**src/nopg_params.svh**
```systemverilog
`ifndef NOPG_PARAMS_SVH
`define NOPG_PARAMS_SVH

// Register byte addresses on the APB
`define NOPG_ADDR_TSTART 24'hFFFB00
`define NOPG_ADDR_CMPA 24'hFFFB04
`define NOPG_ADDR_CMPB 24'hFFFB08
`define NOPG_ADDR_COUNT 24'hFFFB0C
`define NOPG_ADDR_OUTEN 24'hFFFB10
`define NOPG_ADDR_OUTDATA 24'hFFFB14
`define NOPG_ADDR_STAGE 24'hFFFB18
`define NOPG_ADDR_OUTCTRL 24'hFFFB1C
`define NOPG_ADDR_IRQSTS 24'hFFFB20
`define NOPG_ADDR_IRQCLR 24'hFFFB24
`define NOPG_ADDR_IRQEN 24'hFFFB28

// Field positions
`define NOPG_RUN_BIT 0
`define NOPG_XFER_LSB 0
`define NOPG_XFER_MSB 7
`define NOPG_NOV_LSB 8
`define NOPG_NOV_MSB 15
`define NOPG_IRQ_A_BIT 0
`define NOPG_IRQ_B_BIT 1

// Reset values and counter step
`define NOPG_RUN_RST 1'h0
`define NOPG_CMPA_RST 16'hFFFF
`define NOPG_CMPB_RST 16'hFFFF
`define NOPG_CNT_RST 16'h0000
`define NOPG_WORD_RST 32'h00000000
`define NOPG_CTRL_RST 16'h0000
`define NOPG_IRQ_RST 2'h0
`define NOPG_CNT_STEP 16'h0001

`endif

```
**src/nopg_pkg.sv**
```systemverilog
`default_nettype none
package nopg_pkg;
  typedef logic [3:0] nopg_nib_t;
  typedef logic [15:0] nopg_cnt_t;
  typedef logic [1:0] nopg_irq_t;
  typedef enum logic [1:0] {
    NOPG_BUS_IDLE = 2'b01,
    NOPG_BUS_ACK = 2'b10
  } nopg_bus_t;
endpackage
`default_nettype wire

```
**src/nopg_group_xfer.sv**
```systemverilog
`timescale 1ns/1ps
`default_nettype none
module nopg_group_xfer
  import nopg_pkg::*;
(
  input wire nopg_nib_t curData,
  input wire nopg_nib_t stageData,
  input wire logic xferEn,
  input wire logic nonOverlap,
  input wire logic matchA,
  input wire logic matchB,
  output var nopg_nib_t nextData
);
  always_comb begin
    nextData = curData;
    if (xferEn && matchA) begin
      nextData = stageData; // [RULE5] [RULE7]
    end else if (xferEn && nonOverlap && matchB) begin
      // Only zeros pass: the output is old AND new meanwhile
      nextData = curData & stageData; // [RULE8] [RULE13]
    end
  end
endmodule // nopg_group_xfer
`default_nettype wire

```
**src/nopg_pulse_gen.sv**
```systemverilog
`timescale 1ns/1ps
`default_nettype none
`include "nopg_params.svh"
// Notes on behaviour
// [RULE1] Output updates are timed by compare matches of a 16-bit counter.
// [RULE2] Outputs form eight independent 4-bit groups, seven down to zero.
// [RULE3] A pin is driven only while its output enable bit is one.
// [RULE4] Enabled pins show the output data software loaded before transfers.
// [RULE5] Selected compare match copies a group's staging bits to output data.
// [RULE6] Writer loads each new staging value before the next compare match.
// [RULE7] Non-overlap mode: match A copies all staging bits of the group.
// [RULE8] Non-overlap mode: match B copies only zero staging bits.
// [RULE9] Timer is programmed so match B comes before match A.
// [RULE10] Writer leaves staging alone between match B and next match A.
// [RULE11] Next staging value is written after match A, before next match B.
// [RULE12] Match A raises an interrupt request for handler or transfer unit.
// [RULE13] During non-overlap period a bit is one only if old and new are one.
// [RULE14] Start register bit 0 runs the channel six counter when set.
// [RULE15] Staging writes never reach pins; only transfers or data writes do.
module nopg_pulse_gen
  import nopg_pkg::*;
(
  input wire logic core_clk,
  input wire logic rst,
  input wire logic psel,
  input wire logic penable,
  input wire logic pwrite,
  input wire logic [23:0] paddr,
  input wire logic [31:0] pwdata,
  output logic [31:0] prdata,
  output logic pready,
  output logic pslverr,
  output logic [31:0] pulseOut,
  output logic [31:0] pulseOe,
  output logic matchAReq,
  output logic irq
);

  ////////////////////////////////////////////////////////////////////////////
  // APB slave: one wait state, answer registered
  nopg_bus_t busSt_r, busSt_nxt;
  logic [31:0] prdata_r, prdata_nxt;
  logic pslverr_r, pslverr_nxt;
  logic wrStrobe;
  logic addrHit;
  logic [31:0] readMux;

  logic counterRun_r, counterRun_nxt;
  nopg_cnt_t cmpA_r, cmpA_nxt;
  nopg_cnt_t cmpB_r, cmpB_nxt;
  nopg_cnt_t cnt_r, cnt_nxt;
  logic [31:0] outEn_r, outEn_nxt;
  logic [31:0] outData_r, outData_nxt;
  logic [31:0] stage_r, stage_nxt;
  logic [15:0] outCtrl_r, outCtrl_nxt;
  nopg_irq_t irqSts_r, irqSts_nxt;
  nopg_irq_t irqEn_r, irqEn_nxt;
  logic [31:0] pulseOut_r, pulseOut_nxt;
  logic [31:0] pulseOe_r, pulseOe_nxt;
  logic matchAReq_r, irq_r;
  logic matchA, matchB;
  logic [31:0] xferData;

  always_comb begin
    readMux = `NOPG_WORD_RST;
    addrHit = 1'b1;
    unique case (paddr)
      `NOPG_ADDR_TSTART: readMux[`NOPG_RUN_BIT] = counterRun_r;
      `NOPG_ADDR_CMPA: readMux[15:0] = cmpA_r;
      `NOPG_ADDR_CMPB: readMux[15:0] = cmpB_r;
      `NOPG_ADDR_COUNT: readMux[15:0] = cnt_r;
      `NOPG_ADDR_OUTEN: readMux = outEn_r;
      `NOPG_ADDR_OUTDATA: readMux = outData_r;
      `NOPG_ADDR_STAGE: readMux = stage_r;
      `NOPG_ADDR_OUTCTRL: readMux[15:0] = outCtrl_r;
      `NOPG_ADDR_IRQSTS: readMux[1:0] = irqSts_r;
      `NOPG_ADDR_IRQCLR: readMux = `NOPG_WORD_RST;
      `NOPG_ADDR_IRQEN: readMux[1:0] = irqEn_r;
      default: addrHit = 1'b0;
    endcase
  end

  always_comb begin
    busSt_nxt = busSt_r;
    prdata_nxt = prdata_r;
    pslverr_nxt = pslverr_r;
    unique case (busSt_r)
      NOPG_BUS_IDLE: begin
        if (psel && penable) begin
          busSt_nxt = NOPG_BUS_ACK;
          prdata_nxt = pwrite ? `NOPG_WORD_RST : readMux;
          pslverr_nxt = !addrHit;
        end
      end
      NOPG_BUS_ACK: begin
        busSt_nxt = NOPG_BUS_IDLE;
        prdata_nxt = `NOPG_WORD_RST;
        pslverr_nxt = 1'b0;
      end
      default: busSt_nxt = NOPG_BUS_IDLE;
    endcase
  end

  // Writes land at the edge that samples pready high
  assign wrStrobe = psel && penable && pwrite && (busSt_r == NOPG_BUS_ACK);

  always_ff @(posedge core_clk or posedge rst) begin
    if (rst) begin
      busSt_r <= NOPG_BUS_IDLE;
      prdata_r <= `NOPG_WORD_RST;
      pslverr_r <= 1'b0;
    end else begin
      busSt_r <= busSt_nxt;
      prdata_r <= prdata_nxt;
      pslverr_r <= pslverr_nxt;
    end
  end

  assign pready = (busSt_r == NOPG_BUS_ACK);
  assign prdata = prdata_r;
  assign pslverr = pslverr_r;

  ////////////////////////////////////////////////////////////////////////////
  // Time base counter, cleared at match B
  assign matchA = counterRun_r && (cnt_r == cmpA_r); // [RULE1]
  assign matchB = counterRun_r && (cnt_r == cmpB_r); // [RULE1]

  always_comb begin
    counterRun_nxt = counterRun_r;
    cmpA_nxt = cmpA_r;
    cmpB_nxt = cmpB_r;
    cnt_nxt = cnt_r;
    if (counterRun_r) begin
      cnt_nxt = matchB ? `NOPG_CNT_RST : cnt_r + `NOPG_CNT_STEP; // [RULE14]
    end
    if (wrStrobe) begin
      unique case (paddr)
        `NOPG_ADDR_TSTART: counterRun_nxt = pwdata[`NOPG_RUN_BIT]; // [RULE14]
        `NOPG_ADDR_CMPA: cmpA_nxt = pwdata[15:0];
        `NOPG_ADDR_CMPB: cmpB_nxt = pwdata[15:0];
        `NOPG_ADDR_COUNT: cnt_nxt = pwdata[15:0];
        default: ;
      endcase
    end
  end

  always_ff @(posedge core_clk or posedge rst) begin
    if (rst) begin
      counterRun_r <= `NOPG_RUN_RST;
      cmpA_r <= `NOPG_CMPA_RST;
      cmpB_r <= `NOPG_CMPB_RST;
      cnt_r <= `NOPG_CNT_RST;
    end else begin
      counterRun_r <= counterRun_nxt;
      cmpA_r <= cmpA_nxt;
      cmpB_r <= cmpB_nxt;
      cnt_r <= cnt_nxt;
    end
  end

  ////////////////////////////////////////////////////////////////////////////
  // Pulse groups
  genvar g;
  generate
    for (g = 0; g < 8; g++) begin : gGroup
      nopg_group_xfer uXfer ( // [RULE2]
        .curData(outData_r[4*g +: 4]),
        .stageData(stage_r[4*g +: 4]),
        .xferEn(outCtrl_r[`NOPG_XFER_LSB + g]),
        .nonOverlap(outCtrl_r[`NOPG_NOV_LSB + g]),
        .matchA(matchA),
        .matchB(matchB),
        .nextData(xferData[4*g +: 4])
      );
    end
  endgenerate

  always_comb begin
    outEn_nxt = outEn_r;
    stage_nxt = stage_r;
    outCtrl_nxt = outCtrl_r;
    // A direct data write is overridden by a same-cycle transfer
    outData_nxt = (wrStrobe && paddr == `NOPG_ADDR_OUTDATA) ?
                  pwdata : outData_r; // [RULE4]
    if (matchA || matchB) begin
      outData_nxt = xferData; // [RULE5]
    end
    if (wrStrobe) begin
      unique case (paddr)
        `NOPG_ADDR_OUTEN: outEn_nxt = pwdata;
        `NOPG_ADDR_STAGE: stage_nxt = pwdata; // [RULE15]
        `NOPG_ADDR_OUTCTRL: outCtrl_nxt = pwdata[15:0];
        default: ;
      endcase
    end
    pulseOut_nxt = outData_nxt & outEn_nxt; // [RULE3] [RULE4]
    pulseOe_nxt = outEn_nxt; // [RULE3]
  end

  always_ff @(posedge core_clk or posedge rst) begin
    if (rst) begin
      outEn_r <= `NOPG_WORD_RST;
      outData_r <= `NOPG_WORD_RST;
      stage_r <= `NOPG_WORD_RST;
      outCtrl_r <= `NOPG_CTRL_RST;
      pulseOut_r <= `NOPG_WORD_RST;
      pulseOe_r <= `NOPG_WORD_RST;
    end else begin
      outEn_r <= outEn_nxt;
      outData_r <= outData_nxt;
      stage_r <= stage_nxt;
      outCtrl_r <= outCtrl_nxt;
      pulseOut_r <= pulseOut_nxt;
      pulseOe_r <= pulseOe_nxt;
    end
  end

  assign pulseOut = pulseOut_r;
  assign pulseOe = pulseOe_r;

  ////////////////////////////////////////////////////////////////////////////
  // Interrupts: sticky status, set beats clear
  always_comb begin
    irqSts_nxt = irqSts_r;
    irqEn_nxt = irqEn_r;
    if (wrStrobe && paddr == `NOPG_ADDR_IRQCLR) begin
      irqSts_nxt = irqSts_r & ~pwdata[1:0];
    end
    if (wrStrobe && paddr == `NOPG_ADDR_IRQEN) begin
      irqEn_nxt = pwdata[1:0];
    end
    if (matchA) begin
      irqSts_nxt[`NOPG_IRQ_A_BIT] = 1'b1; // [RULE12]
    end
    if (matchB) begin
      irqSts_nxt[`NOPG_IRQ_B_BIT] = 1'b1;
    end
  end

  always_ff @(posedge core_clk or posedge rst) begin
    if (rst) begin
      irqSts_r <= `NOPG_IRQ_RST;
      irqEn_r <= `NOPG_IRQ_RST;
      matchAReq_r <= 1'b0;
      irq_r <= 1'b0;
    end else begin
      irqSts_r <= irqSts_nxt;
      irqEn_r <= irqEn_nxt;
      matchAReq_r <= matchA; // [RULE12]
      irq_r <= |(irqSts_nxt & irqEn_nxt);
    end
  end

  assign matchAReq = matchAReq_r;
  assign irq = irq_r;
endmodule // nopg_pulse_gen
`default_nettype wire

```
**config.mk**
```make
export PLATFORM = sky130hd
export DESIGN_NAME = nopg_pulse_gen
export DESIGN_NICKNAME = d
export VERILOG_FILES = /design/src/nopg_pkg.sv /design/src/nopg_group_xfer.sv /design/src/nopg_pulse_gen.sv
export VERILOG_INCLUDE_DIRS = /design/src
export SDC_FILE = /design/constraint.sdc
export NUM_CORES = 1
export LEC_CHECK = 0
export BUFFER_PORTS_ARGS = -buffer_cell sky130_fd_sc_hd__buf_2
export CORE_AREA = 8 8 156 158
export DETAILED_ROUTE_END_ITERATION = 10
export DIE_AREA = 0 0 164 166
export MAX_ROUTING_LAYER = met4
export PLACE_DENSITY = 0.87
export SLEW_MARGIN = 20
export SYNTH_ARGS = -nofsm -noshare
export SYNTH_HDL_FRONTEND = slang
export SYNTH_HIERARCHICAL = 1
export SYNTH_SLANG_ARGS = --single-unit
```
**constraint.sdc**
```tcl
create_clock -name core_clk -period 19.1 [get_ports core_clk]
set_input_delay 2.865 -clock core_clk [delete_from_list [all_inputs] [get_ports core_clk]]
set_output_delay 2.865 -clock core_clk [all_outputs]
set_load 0.01 [all_outputs]
```
==> out/qor.yml, run 1 <==
setup_path:
  cp-start-kind: "primary input"
  crit_fanout: 45
  worstPathRequired_ns: 19.50
  endpoint_kind: "register"
  crit_type: "in -> reg"
  crit_arrival_ns: 5.78
logic_synthesis:
  synth_area_per_cell_sq_um: 10.9
  ys_types: 56
  ys.flop_type: "dfrtp_1"
  postSynth.asyncResetShare_pct: 100
  synth-seq-cells: 234
  yosysSeqAreaShare_pct: 49.7
  yosysWarnings: 6
  syn_area_sq_um: 11900
  synth_cells: 1086
  synth_nets: 1148
  synth-edff-count: 0
route:
  wl_met2_microns: 16400
  firstDrtPassIters: 5
  wl_met1_microns: 13100
  top_layer_used: "met4"
  drtIter0Drc: 808
  vias: 9422
  drc: 0
  viasPerCell: 6.17
  drtAntennaViolNets: 0
  wl_per_cell_microns: 22.3
  wl_met3_microns: 3160
  routed_wl_microns: 34000
cts:
  postCtsSetupRepairBufs: 0
  htreeDepth: 1
  clk_pin_slew_ns: 0.06
  cts_hold_buffers: 0
  cts_sinks: 234
  cts_tree: "done"
  cts_root_buffer: "clkbuf_16"
  cts_resized: 0
  clock_latency_ns: 0.53
  max-clock-path-buffers: 3
  cts_buffers: 25
cells_and_area:
  nets: 1285
  num-fill-cells: 1607
  finalInstanceArea_sq_um: 13800
  drive_gt1_share_pct: 36.9
  areaGrowthSynthToFinish_pct: 16.3
global_route:
  grt_remaining_overflow: 0
  grt_util_all_layers_pct: 25.2
  antenna_found_initial: 1
  grt_pass1_wl_microns: 53300
  first_global_vias: 9714
  grt_max_degree: 85
flow_run:
  cap_violations: 0
power_and_ir_drop:
  internal_power_uw: 814
  peakVddDrop_uv: 59.0
  switching_share_pct: 21.7
  p_per_area_nw_per_um2: 75.5
  pwr-share-seq_pct: 47.8
  pwr-share-clk_pct: 48.6
  p_comb_share_pct: 3.6
  leakage_nw: 6.41
  power_switching_uw: 226
min_path:
  min_path_type: "reg -> reg"
run_status:
  outcome: "completed"
timing:
  tightestPinTransition_ns: 1.12
  timing.hold.ws_ns: 0.481
  maxSlewHeadroom_pct: 24.8
  hold_viol: 0
  setup_ws_ns: 13.71
  period_minus_slack_ns: 5.39
  finalMaxSlewViolations: 0
  fmax_mhz: 186
  rsz0062_at_grt: "false"
  setup_violations: 0
  tns_ns: 0
  period_share_pct: 28.2
  fin_skew_ns: 0.0143
die:
  fp.dieW_microns: 164
  die-area_sq_um: 27200
  core-area_sq_um: 22100
  pin_count: 161
  row_count: 55
  die_y_microns: 166
  initial_utilization_pct: 53.7
placed_design:
  placed_area_sq_um: 12900
  place_ws_ns: 12.95
  io_buffers: 160
  routabilityCongestion: 0.949
  dpl.hpwl_microns: 22800
==> sequential cells by signal, indices dropped and copies added, names as in the netlist <==
signal	count
counterRun_r	1
outCtrl_r	16
irqSts_r	2
cmpB_r	16
matchAReq	1
cnt_r	16
pulseOut	32
stage_r	32
pslverr	1
busSt_r	2
pulseOe	32
prdata	32
irqEn_r	2
irq	1
cmpA_r	16
outData_r	32
==> power groups by stage <==
stage | Clock [mW] | Combinational [mW] | Sequential, mW
finish | 0.505 | 0.0379 | 0.497
global route | 0.531 | 0.0414 | 0.497
CTS | 0.509 | 0.0378 | 0.497
floorplan | 0 | 0.0185 | 0.506
detailed placement | 0 | 0.0376 | 0.506
global placement | 0 | 0.0370 | 0.506
==> worst max-delay path: stages <==
cell and delay, ns:
buf_2 0.09, buf_4 0.33, nor4_4 0.97, nand2_1 0.31
nor2_4 0.41, buf_12 0.25, mux2_2 0.37, nor3b_1 0.16
==> through the flow <==
stage | utilization [%] | total power [mW] | cells
2_1_floorplan | - | 0.525 | 1086
3_3_place_gp | 58.3 | 0.543 | 1479
3_5_place_dp | 58.3 | 0.544 | 1479
4_1_cts | 62.2 | 1.04 | 1523
5_1_grt | 62.4 | 1.07 | 1526
6_report | 62.4 | 1.04 | 1526
==> cells by family (layout without fill, tap and decap cells) <==
kind of cell / Yosys count / in the layout / share of synthesized area [%]
AND/OR/NAND/NOR: 318 / 318 / 14.3
flip-flops: 234 / 234 / 49.7
other: 0 / 1 / 0
adder cells (fa/ha/maj): 1 / 1 / 0.106
AO/OA/AOI/OAI: 203 / 203 / 10.3
buffers and inverters: 106 / 260 / 3.90
multiplexers: 178 / 178 / 18.3
XOR/XNOR: 46 / 46 / 3.40
==> placed cells by master (no fill, tap or decap), drive strengths merged, types with 14 or more instances in the layout <==
cell type  instances
nand4             16
buf              177
clkbuf            36
o21ai             49
dfrtp            201
a21oi             65
a22oi             32
nor3b             32
inv               39
xor2              14
mux4              16
xnor2             32
nand2             59
dfstp             33
nor2             150
mux2             149
a31oi             35
==> cell usage after synthesis, types with 2 or more instances <==
cell	instances	area share [%]
a21o_1	11	0.70
a21oi_1	65	2.7
a22o_1	2	0.15
a22oi_1	32	2.0
a31oi_1	35	1.8
and2_1	2	0.11
buf_1	2	0.063
buf_2	23	0.97
buf_6	3	0.28
clkbuf_1	30	0.95
clkbuf_2	8	0.34
dfrtp_1	201	42
dfstp_2	33	7.3
inv_1	39	1.2
mux2_1	4	0.38
mux2_2	145	14
mux2i_1	13	1.1
mux4_2	16	3.0
nand2_1	59	1.9
nand2b_1	2	0.11
nand3_1	12	0.51
nand3b_1	4	0.25
nand4_1	15	0.79
nand4b_1	5	0.37
nand4bb_1	2	0.19
nor2_1	120	3.8
nor2_2	21	1.1
nor2_4	9	0.85
nor2b_1	6	0.32
nor3_1	11	0.46
nor3b_1	31	2.0
o21ai_0	49	2.1
o31ai_1	4	0.25
or3_1	2	0.11
or4_1	3	0.19
or4b_1	3	0.25
xnor2_1	32	2.4
xor2_1	14	1.0
==> layout make-up <==
cell class / instances / area (sq um) / area share [%]
diodes: 1 / 2.50 / 0.0181
clock buffers: 36 / 737 / 5.34
clock inverters: 8 / 124 / 0.898
inverters: 39 / 154 / 1.12
multi-input cells: 746 / 5560 / 40.3
flip-flops and latches: 234 / 5900 / 42.8
well taps: 285 / 357 / 2.59
repair buffers: 177 / 961 / 6.97
==> per-layer routing <==
layer | global-route usage (%) | vias to the layer above
met1 | 31.0 | 4688
met3 | 5.11 | 109
li1 | - | 4116
met5 | - | -
met2 | 40.1 | 509
met4 | 10.0 | 0
==> worst paths after layout <==
path / start / end / slack, ns / cells past startpoint
setup / recovery: paddr[2] / pulseOut[11] / 13.71 / 8
hold / removal: prdata[31] / prdata[31] / 0.48 / 2
setup reg to reg: cnt_r[2] / pulseOut[5] / 15.58 / 8
hold reg to reg: prdata[31] / prdata[31] / 0.48 / 2
max in group asynchronous: rst / outData_r[24] / 15.59 / 3
min in group asynchronous: rst / pulseOut[10] / 2.38 / 2
(Power assumes the default switching activity.)
==> inputs of run 2 (changes only) <==
--- a/config.mk
+++ b/config.mk
@@ -7,9 +7,9 @@
 export NUM_CORES = 1
 export LEC_CHECK = 0
 export BUFFER_PORTS_ARGS = -buffer_cell sky130_fd_sc_hd__buf_2
-export CORE_AREA = 8 8 156 158
+export CORE_AREA = 8 8 159 161
 export DETAILED_ROUTE_END_ITERATION = 10
-export DIE_AREA = 0 0 164 166
+export DIE_AREA = 0 0 167 169
 export MAX_ROUTING_LAYER = met4
 export PLACE_DENSITY = 0.87
 export SLEW_MARGIN = 20
==> constraint.sdc (replaced) <==
create_clock -name core_clk -period 4.35 [get_ports core_clk]
set_input_delay 0.6525 -clock core_clk [delete_from_list [all_inputs] [get_ports core_clk]]
set_output_delay 0.6525 -clock core_clk [all_outputs]
set_load 0.01 [all_outputs]
==> run 2 against run 1 <==
Die area grew 3.7%; power grew to 4.3 times the previous value; setup slack lost 13 ns; sequential power grew to 4.4 times the previous value; clock power grew to 4.2 times the previous value; cell count grew 0.59%; largest power group is now sequential cells; highest routed layer unchanged.
==> out/qor.yml, run 2 (synthesis gave the netlist of run 1 again) <==
cts:
  clk_pin_slew_ns: 0.06
  cts_tree: "done"
  clock_latency_ns: 0.53
  htreeDepth: 1
  postCtsSetupRepairBufs: 0
  max-clock-path-buffers: 3
  cts_hold_buffers: 0
  cts_buffers: 25
  cts_sinks: 234
  cts_root_buffer: "clkbuf_16"
  cts_resized: 0
cells_and_area:
  diodes: 0
  multiInputGateArea_sq_um: 5550
  drive_gt1_share_pct: 37.1
  final_cell_mix: "dfrtp_1 (201), buf_2 (160), mux2_2 (145), nor2_1 (116), a21oi_1 (65)"
  nets: 1291
  num-fill-cells: 1804
  areaGrowthSynthToFinish_pct: 16.0
  seqCellArea_sq_um: 5900
  final_cells: 1535
  final_common_cell: "dfrtp_1"
setup_path:
  cp-start-kind: "register"
  crit_arrival_ns: 3.89
  ff2ff_path_depth: 9
  crit_fanout: 28
  cp_slowest_stage_delay_ns: 0.67
  crit_type: "reg -> reg"
  crit_slowest_cell: "nor2_4"
  cp_common_cell: "nor2_4"
  worstPathRequired_ns: 4.74
  path_cells: "xor2_1, or4_1, or4_4, nor2_4, buf_4, a21o_1, a31oi_1, nor2_4, nor3b_1"
  rrSetupSlack_ns: 0.85
  endpoint_kind: "register"
timing:
  rsz0062_at_grt: "false"
  setup_violations: 0
  hold_viol: 0
  fin_skew_ns: 0.0137
  timing.hold.ws_ns: 0.00914
  tightestPinTransition_ns: 0.953
  fmax_mhz: 286
  period_minus_slack_ns: 3.50
  period_share_pct: 80.5
  finalMaxSlewViolations: 0
  tns_ns: 0
  maxSlewHeadroom_pct: 36.4
die:
  row_count: 56
  core-area_sq_um: 22900
  initial_utilization_pct: 51.7
  pin_count: 161
  die-area_sq_um: 28200
  fp.dieW_microns: 167
  die_y_microns: 169
route:
  wl_met1_microns: 14300
  top_layer_used: "met4"
  drc: 0
  wl_met2_microns: 16600
  drtIter0Drc: 760
  firstDrtPassIters: 5
  wl_met3_microns: 2500
  wl_per_cell_microns: 22.5
  vias: 9461
  routed_wl_microns: 34600
  viasPerCell: 6.16
  drtAntennaViolNets: 0
global_route:
  grt_pass1_wl_microns: 54300
  grt_remaining_overflow: 0
  first_global_vias: 9774
  grt_max_degree: 171
  antenna_found_initial: 0
  grt_util_all_layers_pct: 24.7
placed_design:
  dp.cells: 1492
  io_buffers: 160
  routabilityCongestion: 0.934
  dpl.hpwl_microns: 23600
min_path:
  min_path_type: "in -> async"
power_and_ir_drop:
  p_per_area_nw_per_um2: 324
  leakage_nw: 6.40
  peakVddDrop_uv: 255
  finalPower_mw: 4.46
flow_run:
  cap_violations: 0
run_status:
  outcome: "completed"
[run 2: cell count changes in the layout (fill, tap and decap cells not counted), moves of 2 or more]
| cell | delta |
|---|---|
| buf_4 | +8 |
| buf_6 | -2 |
| clkbuf_8 | -4 |
| clkinv_2 | +4 |
[run 2: worst paths after layout]
path,start,end
min in group core_clk,pwdata[21],stage_r[21]
hold reg to reg,prdata[30],prdata[30]
setup / recovery,cnt_r[13],pulseOut[2]
setup reg to reg,cnt_r[13],pulseOut[2]
hold / removal,rst,pulseOe[18]
max in group asynchronous,rst,pulseOut[4]
[run 2: layout make-up]
type / count / area share [%]
inverters: 39 / 1.09
flip-flops and latches: 234 / 42.9
repair buffers: 183 / 7.23
multi-input cells: 746 / 40.4
clock inverters: 11 / 0.828
well taps: 290 / 2.64
clock buffers: 32 / 4.96
[run 2: metrics by stage]
stage | utilization, % | setup WS [ns] | cell area [sq um]
floorplan | - | 0.603 | 11900
global placement | 56.5 | 1.11 | 12900
detailed placement | 56.5 | 0.986 | 13000
CTS | 60.0 | 0.933 | 13700
global route | 60.0 | 0.781 | 13700
finish | 60.0 | 0.850 | 13700
[run 2: where the power goes]
group	internal, mW	switching [mW]	leakage, nW
sequential	2.18	0.00204	3.13
combinational	0.0444	0.123	2.88
clock	1.22	0.883	0.391
total	3.45	1.01	6.40
[run 2: worst max-delay path, delay by kind of cell (launching register included)]
family / cells / cell delay (ns)
DFF: 1 / 0.46
buffers and inverters: 1 / 0.28
and+or+nand+nor: 5 / 2.02
AOI/OAI and AO/OA: 2 / 0.39
xor gates and xnor gates: 1 / 0.19
[run 2: metal layers]
layer / track usage, % / vias to the layer above
li1: - / 4130
met1: 30.9 / 4799
met2: 40.2 / 449
met3: 4.31 / 83
met4: 8.42 / 0
met5: - / -
==> inputs of run 3 (changes only) <==
--- a/config.mk
+++ b/config.mk
@@ -7,9 +7,9 @@
 export NUM_CORES = 1
 export LEC_CHECK = 0
 export BUFFER_PORTS_ARGS = -buffer_cell sky130_fd_sc_hd__buf_2
-export CORE_AREA = 8 8 159 161
+export CORE_AREA = 8 8 156 158
 export DETAILED_ROUTE_END_ITERATION = 10
-export DIE_AREA = 0 0 167 169
+export DIE_AREA = 0 0 164 166
 export MAX_ROUTING_LAYER = met4
 export PLACE_DENSITY = 0.87
 export SLEW_MARGIN = 20
==> constraint.sdc (replaced) <==
create_clock -name core_clk -period 3.3 [get_ports core_clk]
set_input_delay 0.495 -clock core_clk [delete_from_list [all_inputs] [get_ports core_clk]]
set_output_delay 0.495 -clock core_clk [all_outputs]
set_load 0.01 [all_outputs]
==> run 3 against run 2 <==
Cell area is 0.99% higher; sequential power is 32% higher; largest power group unchanged; core utilization is 2.9 points higher; register-to-register slack worse by 0.67 ns.
==> out/qor.yml, run 3 (synthesis gave the netlist of run 1 again) <==
setup_path:
  crit_slowest_cell: "or4_4"
  cp_slowest_stage_delay_ns: 0.59
  rrSetupSlack_ns: 0.18
  crit_type: "reg -> reg"
  r2r_start: "cmpA_r[10]"
  crit_fanout: 8
  ff2ff_path_depth: 9
  path_cells: "xor2_1, or4_1, or4_4, nor2_4, buf_4, a21oi_1, a31oi_1, nor2_4, nor3b_1"
  worstPathRequired_ns: 3.70
  cp-start-kind: "register"
  crit_arrival_ns: 3.52
  endpoint_kind: "register"
  rr_endpoint: "pulseOut[8]"
  cp_common_cell: "nor2_4"
power_and_ir_drop:
  peakVddDrop_uv: 394
  leakage_nw: 6.47
  p_per_area_nw_per_um2: 430
  finalPower_mw: 5.97
min_path:
  min_path_type: "in -> async"
cells_and_area:
  final_cells: 1541
  drive_gt1_share_pct: 37.3
  num-fill-cells: 1661
  areaGrowthSynthToFinish_pct: 17.1
  seqCellArea_sq_um: 5900
  diodes: 0
  finalInstanceArea_sq_um: 13900
  final_common_cell: "dfrtp_1"
  final_cell_mix: "dfrtp_1 (201), buf_2 (160), mux2_2 (145), nor2_1 (116), a21oi_1 (65)"
  nets: 1299
  multiInputGateArea_sq_um: 5550
  fin_util_pct: 62.9
global_route:
  grt_remaining_overflow: 0
  grt_pass1_wl_microns: 54700
  grt_max_degree: 70
  first_global_vias: 9946
  grt_util_all_layers_pct: 25.9
  antenna_found_initial: 0
route:
  drc: 0
  vias: 9478
  routed_wl_microns: 34900
  drtAntennaViolNets: 0
  viasPerCell: 6.15
  firstDrtPassIters: 5
  drtIter0Drc: 784
  wl_per_cell_microns: 22.7
cts:
  max-clock-path-buffers: 3
  cts_hold_buffers: 0
  cts_resized: 0
  postCtsSetupRepairBufs: 0
  cts_sinks: 234
  cts_root_buffer: "clkbuf_16"
  cts_tree: "done"
  cts_buffers: 25
  clk_pin_slew_ns: 0.06
  clock_latency_ns: 0.54
  htreeDepth: 1
die:
  die_y_microns: 166
  die-area_sq_um: 27200
  core-area_sq_um: 22100
  fp.dieW_microns: 164
  row_count: 55
  initial_utilization_pct: 53.7
  pin_count: 161
placed_design:
  dp.cells: 1495
  placed_area_sq_um: 13000
  routabilityCongestion: 0.928
  io_buffers: 160
  dpl.hpwl_microns: 24000
timing:
  period_share_pct: 94.5
  rsz0062_at_grt: "false"
  finalMaxSlewViolations: 0
  fmax_mhz: 321
  fin_skew_ns: 0.0260
  hold_viol: 0
  setup_violations: 0
  period_minus_slack_ns: 3.12
  tightestPinTransition_ns: 0.836
  maxSlewHeadroom_pct: 44.2
run_status:
  outcome: "completed"
flow_run:
  cap_violations: 0
## run 3: changes by cell type in the layout (fill, tap and decap cells not counted), moves of 2 or more
cell,before,now
clkbuf_1,4,7
buf_12,1,5
buf_4,21,26
clkinvlp_4,3,1
clkinv_2,6,3
clkbuf_8,3,7
## run 3: worst max-delay path by stage
stage | from | to | slack (ns)
after global routing | cnt_r[10] | pulseOut[16] | 0.09
after detailed placement | cmpA_r[10] | pulseOut[16] | 0.32
after global placement | cmpA_r[10] | pulseOut[9] | 0.40
after floorplan | rst | busSt_r[1] | -0.23
final | cmpA_r[10] | pulseOut[8] | 0.18
after CTS | cmpA_r[10] | pulseOut[8] | 0.24
## run 3: where the power goes
part           internal (mW)  switching (mW)
clock network           1.71            1.15
logic                 0.0631           0.163
registers               2.88         0.00252
total                   4.65            1.31
## run 3: per-layer routing
| metal | part of all wire (%) | routed length (microns) | vias up | global-route usage [%] |
|---|---|---|---|---|
| met2 | 49 | 17000 | 499 | 41.0 |
| li1 | - | - | 4158 | - |
| met5 | 0 | 0 | - | - |
| met1 | 39 | 13700 | 4727 | 32.4 |
| met4 | 2.9 | 1030 | 0 | 9.37 |
| met3 | 9.2 | 3200 | 94 | 5.43 |
## run 3: per-stage QoR
stage / hold slack, ns / setup slack, ns / setup TNS, ns
finish: 0.0555 / 0.181 / 0
global route: 0.0728 / 0.0855 / 0
CTS: 0.0470 / 0.243 / 0
detailed placement: 0.465 / 0.323 / 0
global placement: 0.462 / 0.395 / 0
floorplan: 0.470 / -0.232 / -46.62
## run 3: area by class of cell
class / instances / share of cell area, %
clock inverters: 7 / 0.667
well taps: 285 / 2.57
flip-flops and latches: 234 / 42.5
inverters: 39 / 1.08
repair buffers: 191 / 7.89
multi-input cells: 746 / 39.9
clock buffers: 39 / 5.39
## run 3: critical path: cells and delay by family (launching register included)
family                 cells  cell delay, ns
flip-flops                 1            0.55
AND/OR/NAND/NOR            5            1.76
XOR/XNOR                   1            0.07
AO/OA/AOI/OAI              2            0.37
buffers and inverters      1            0.24
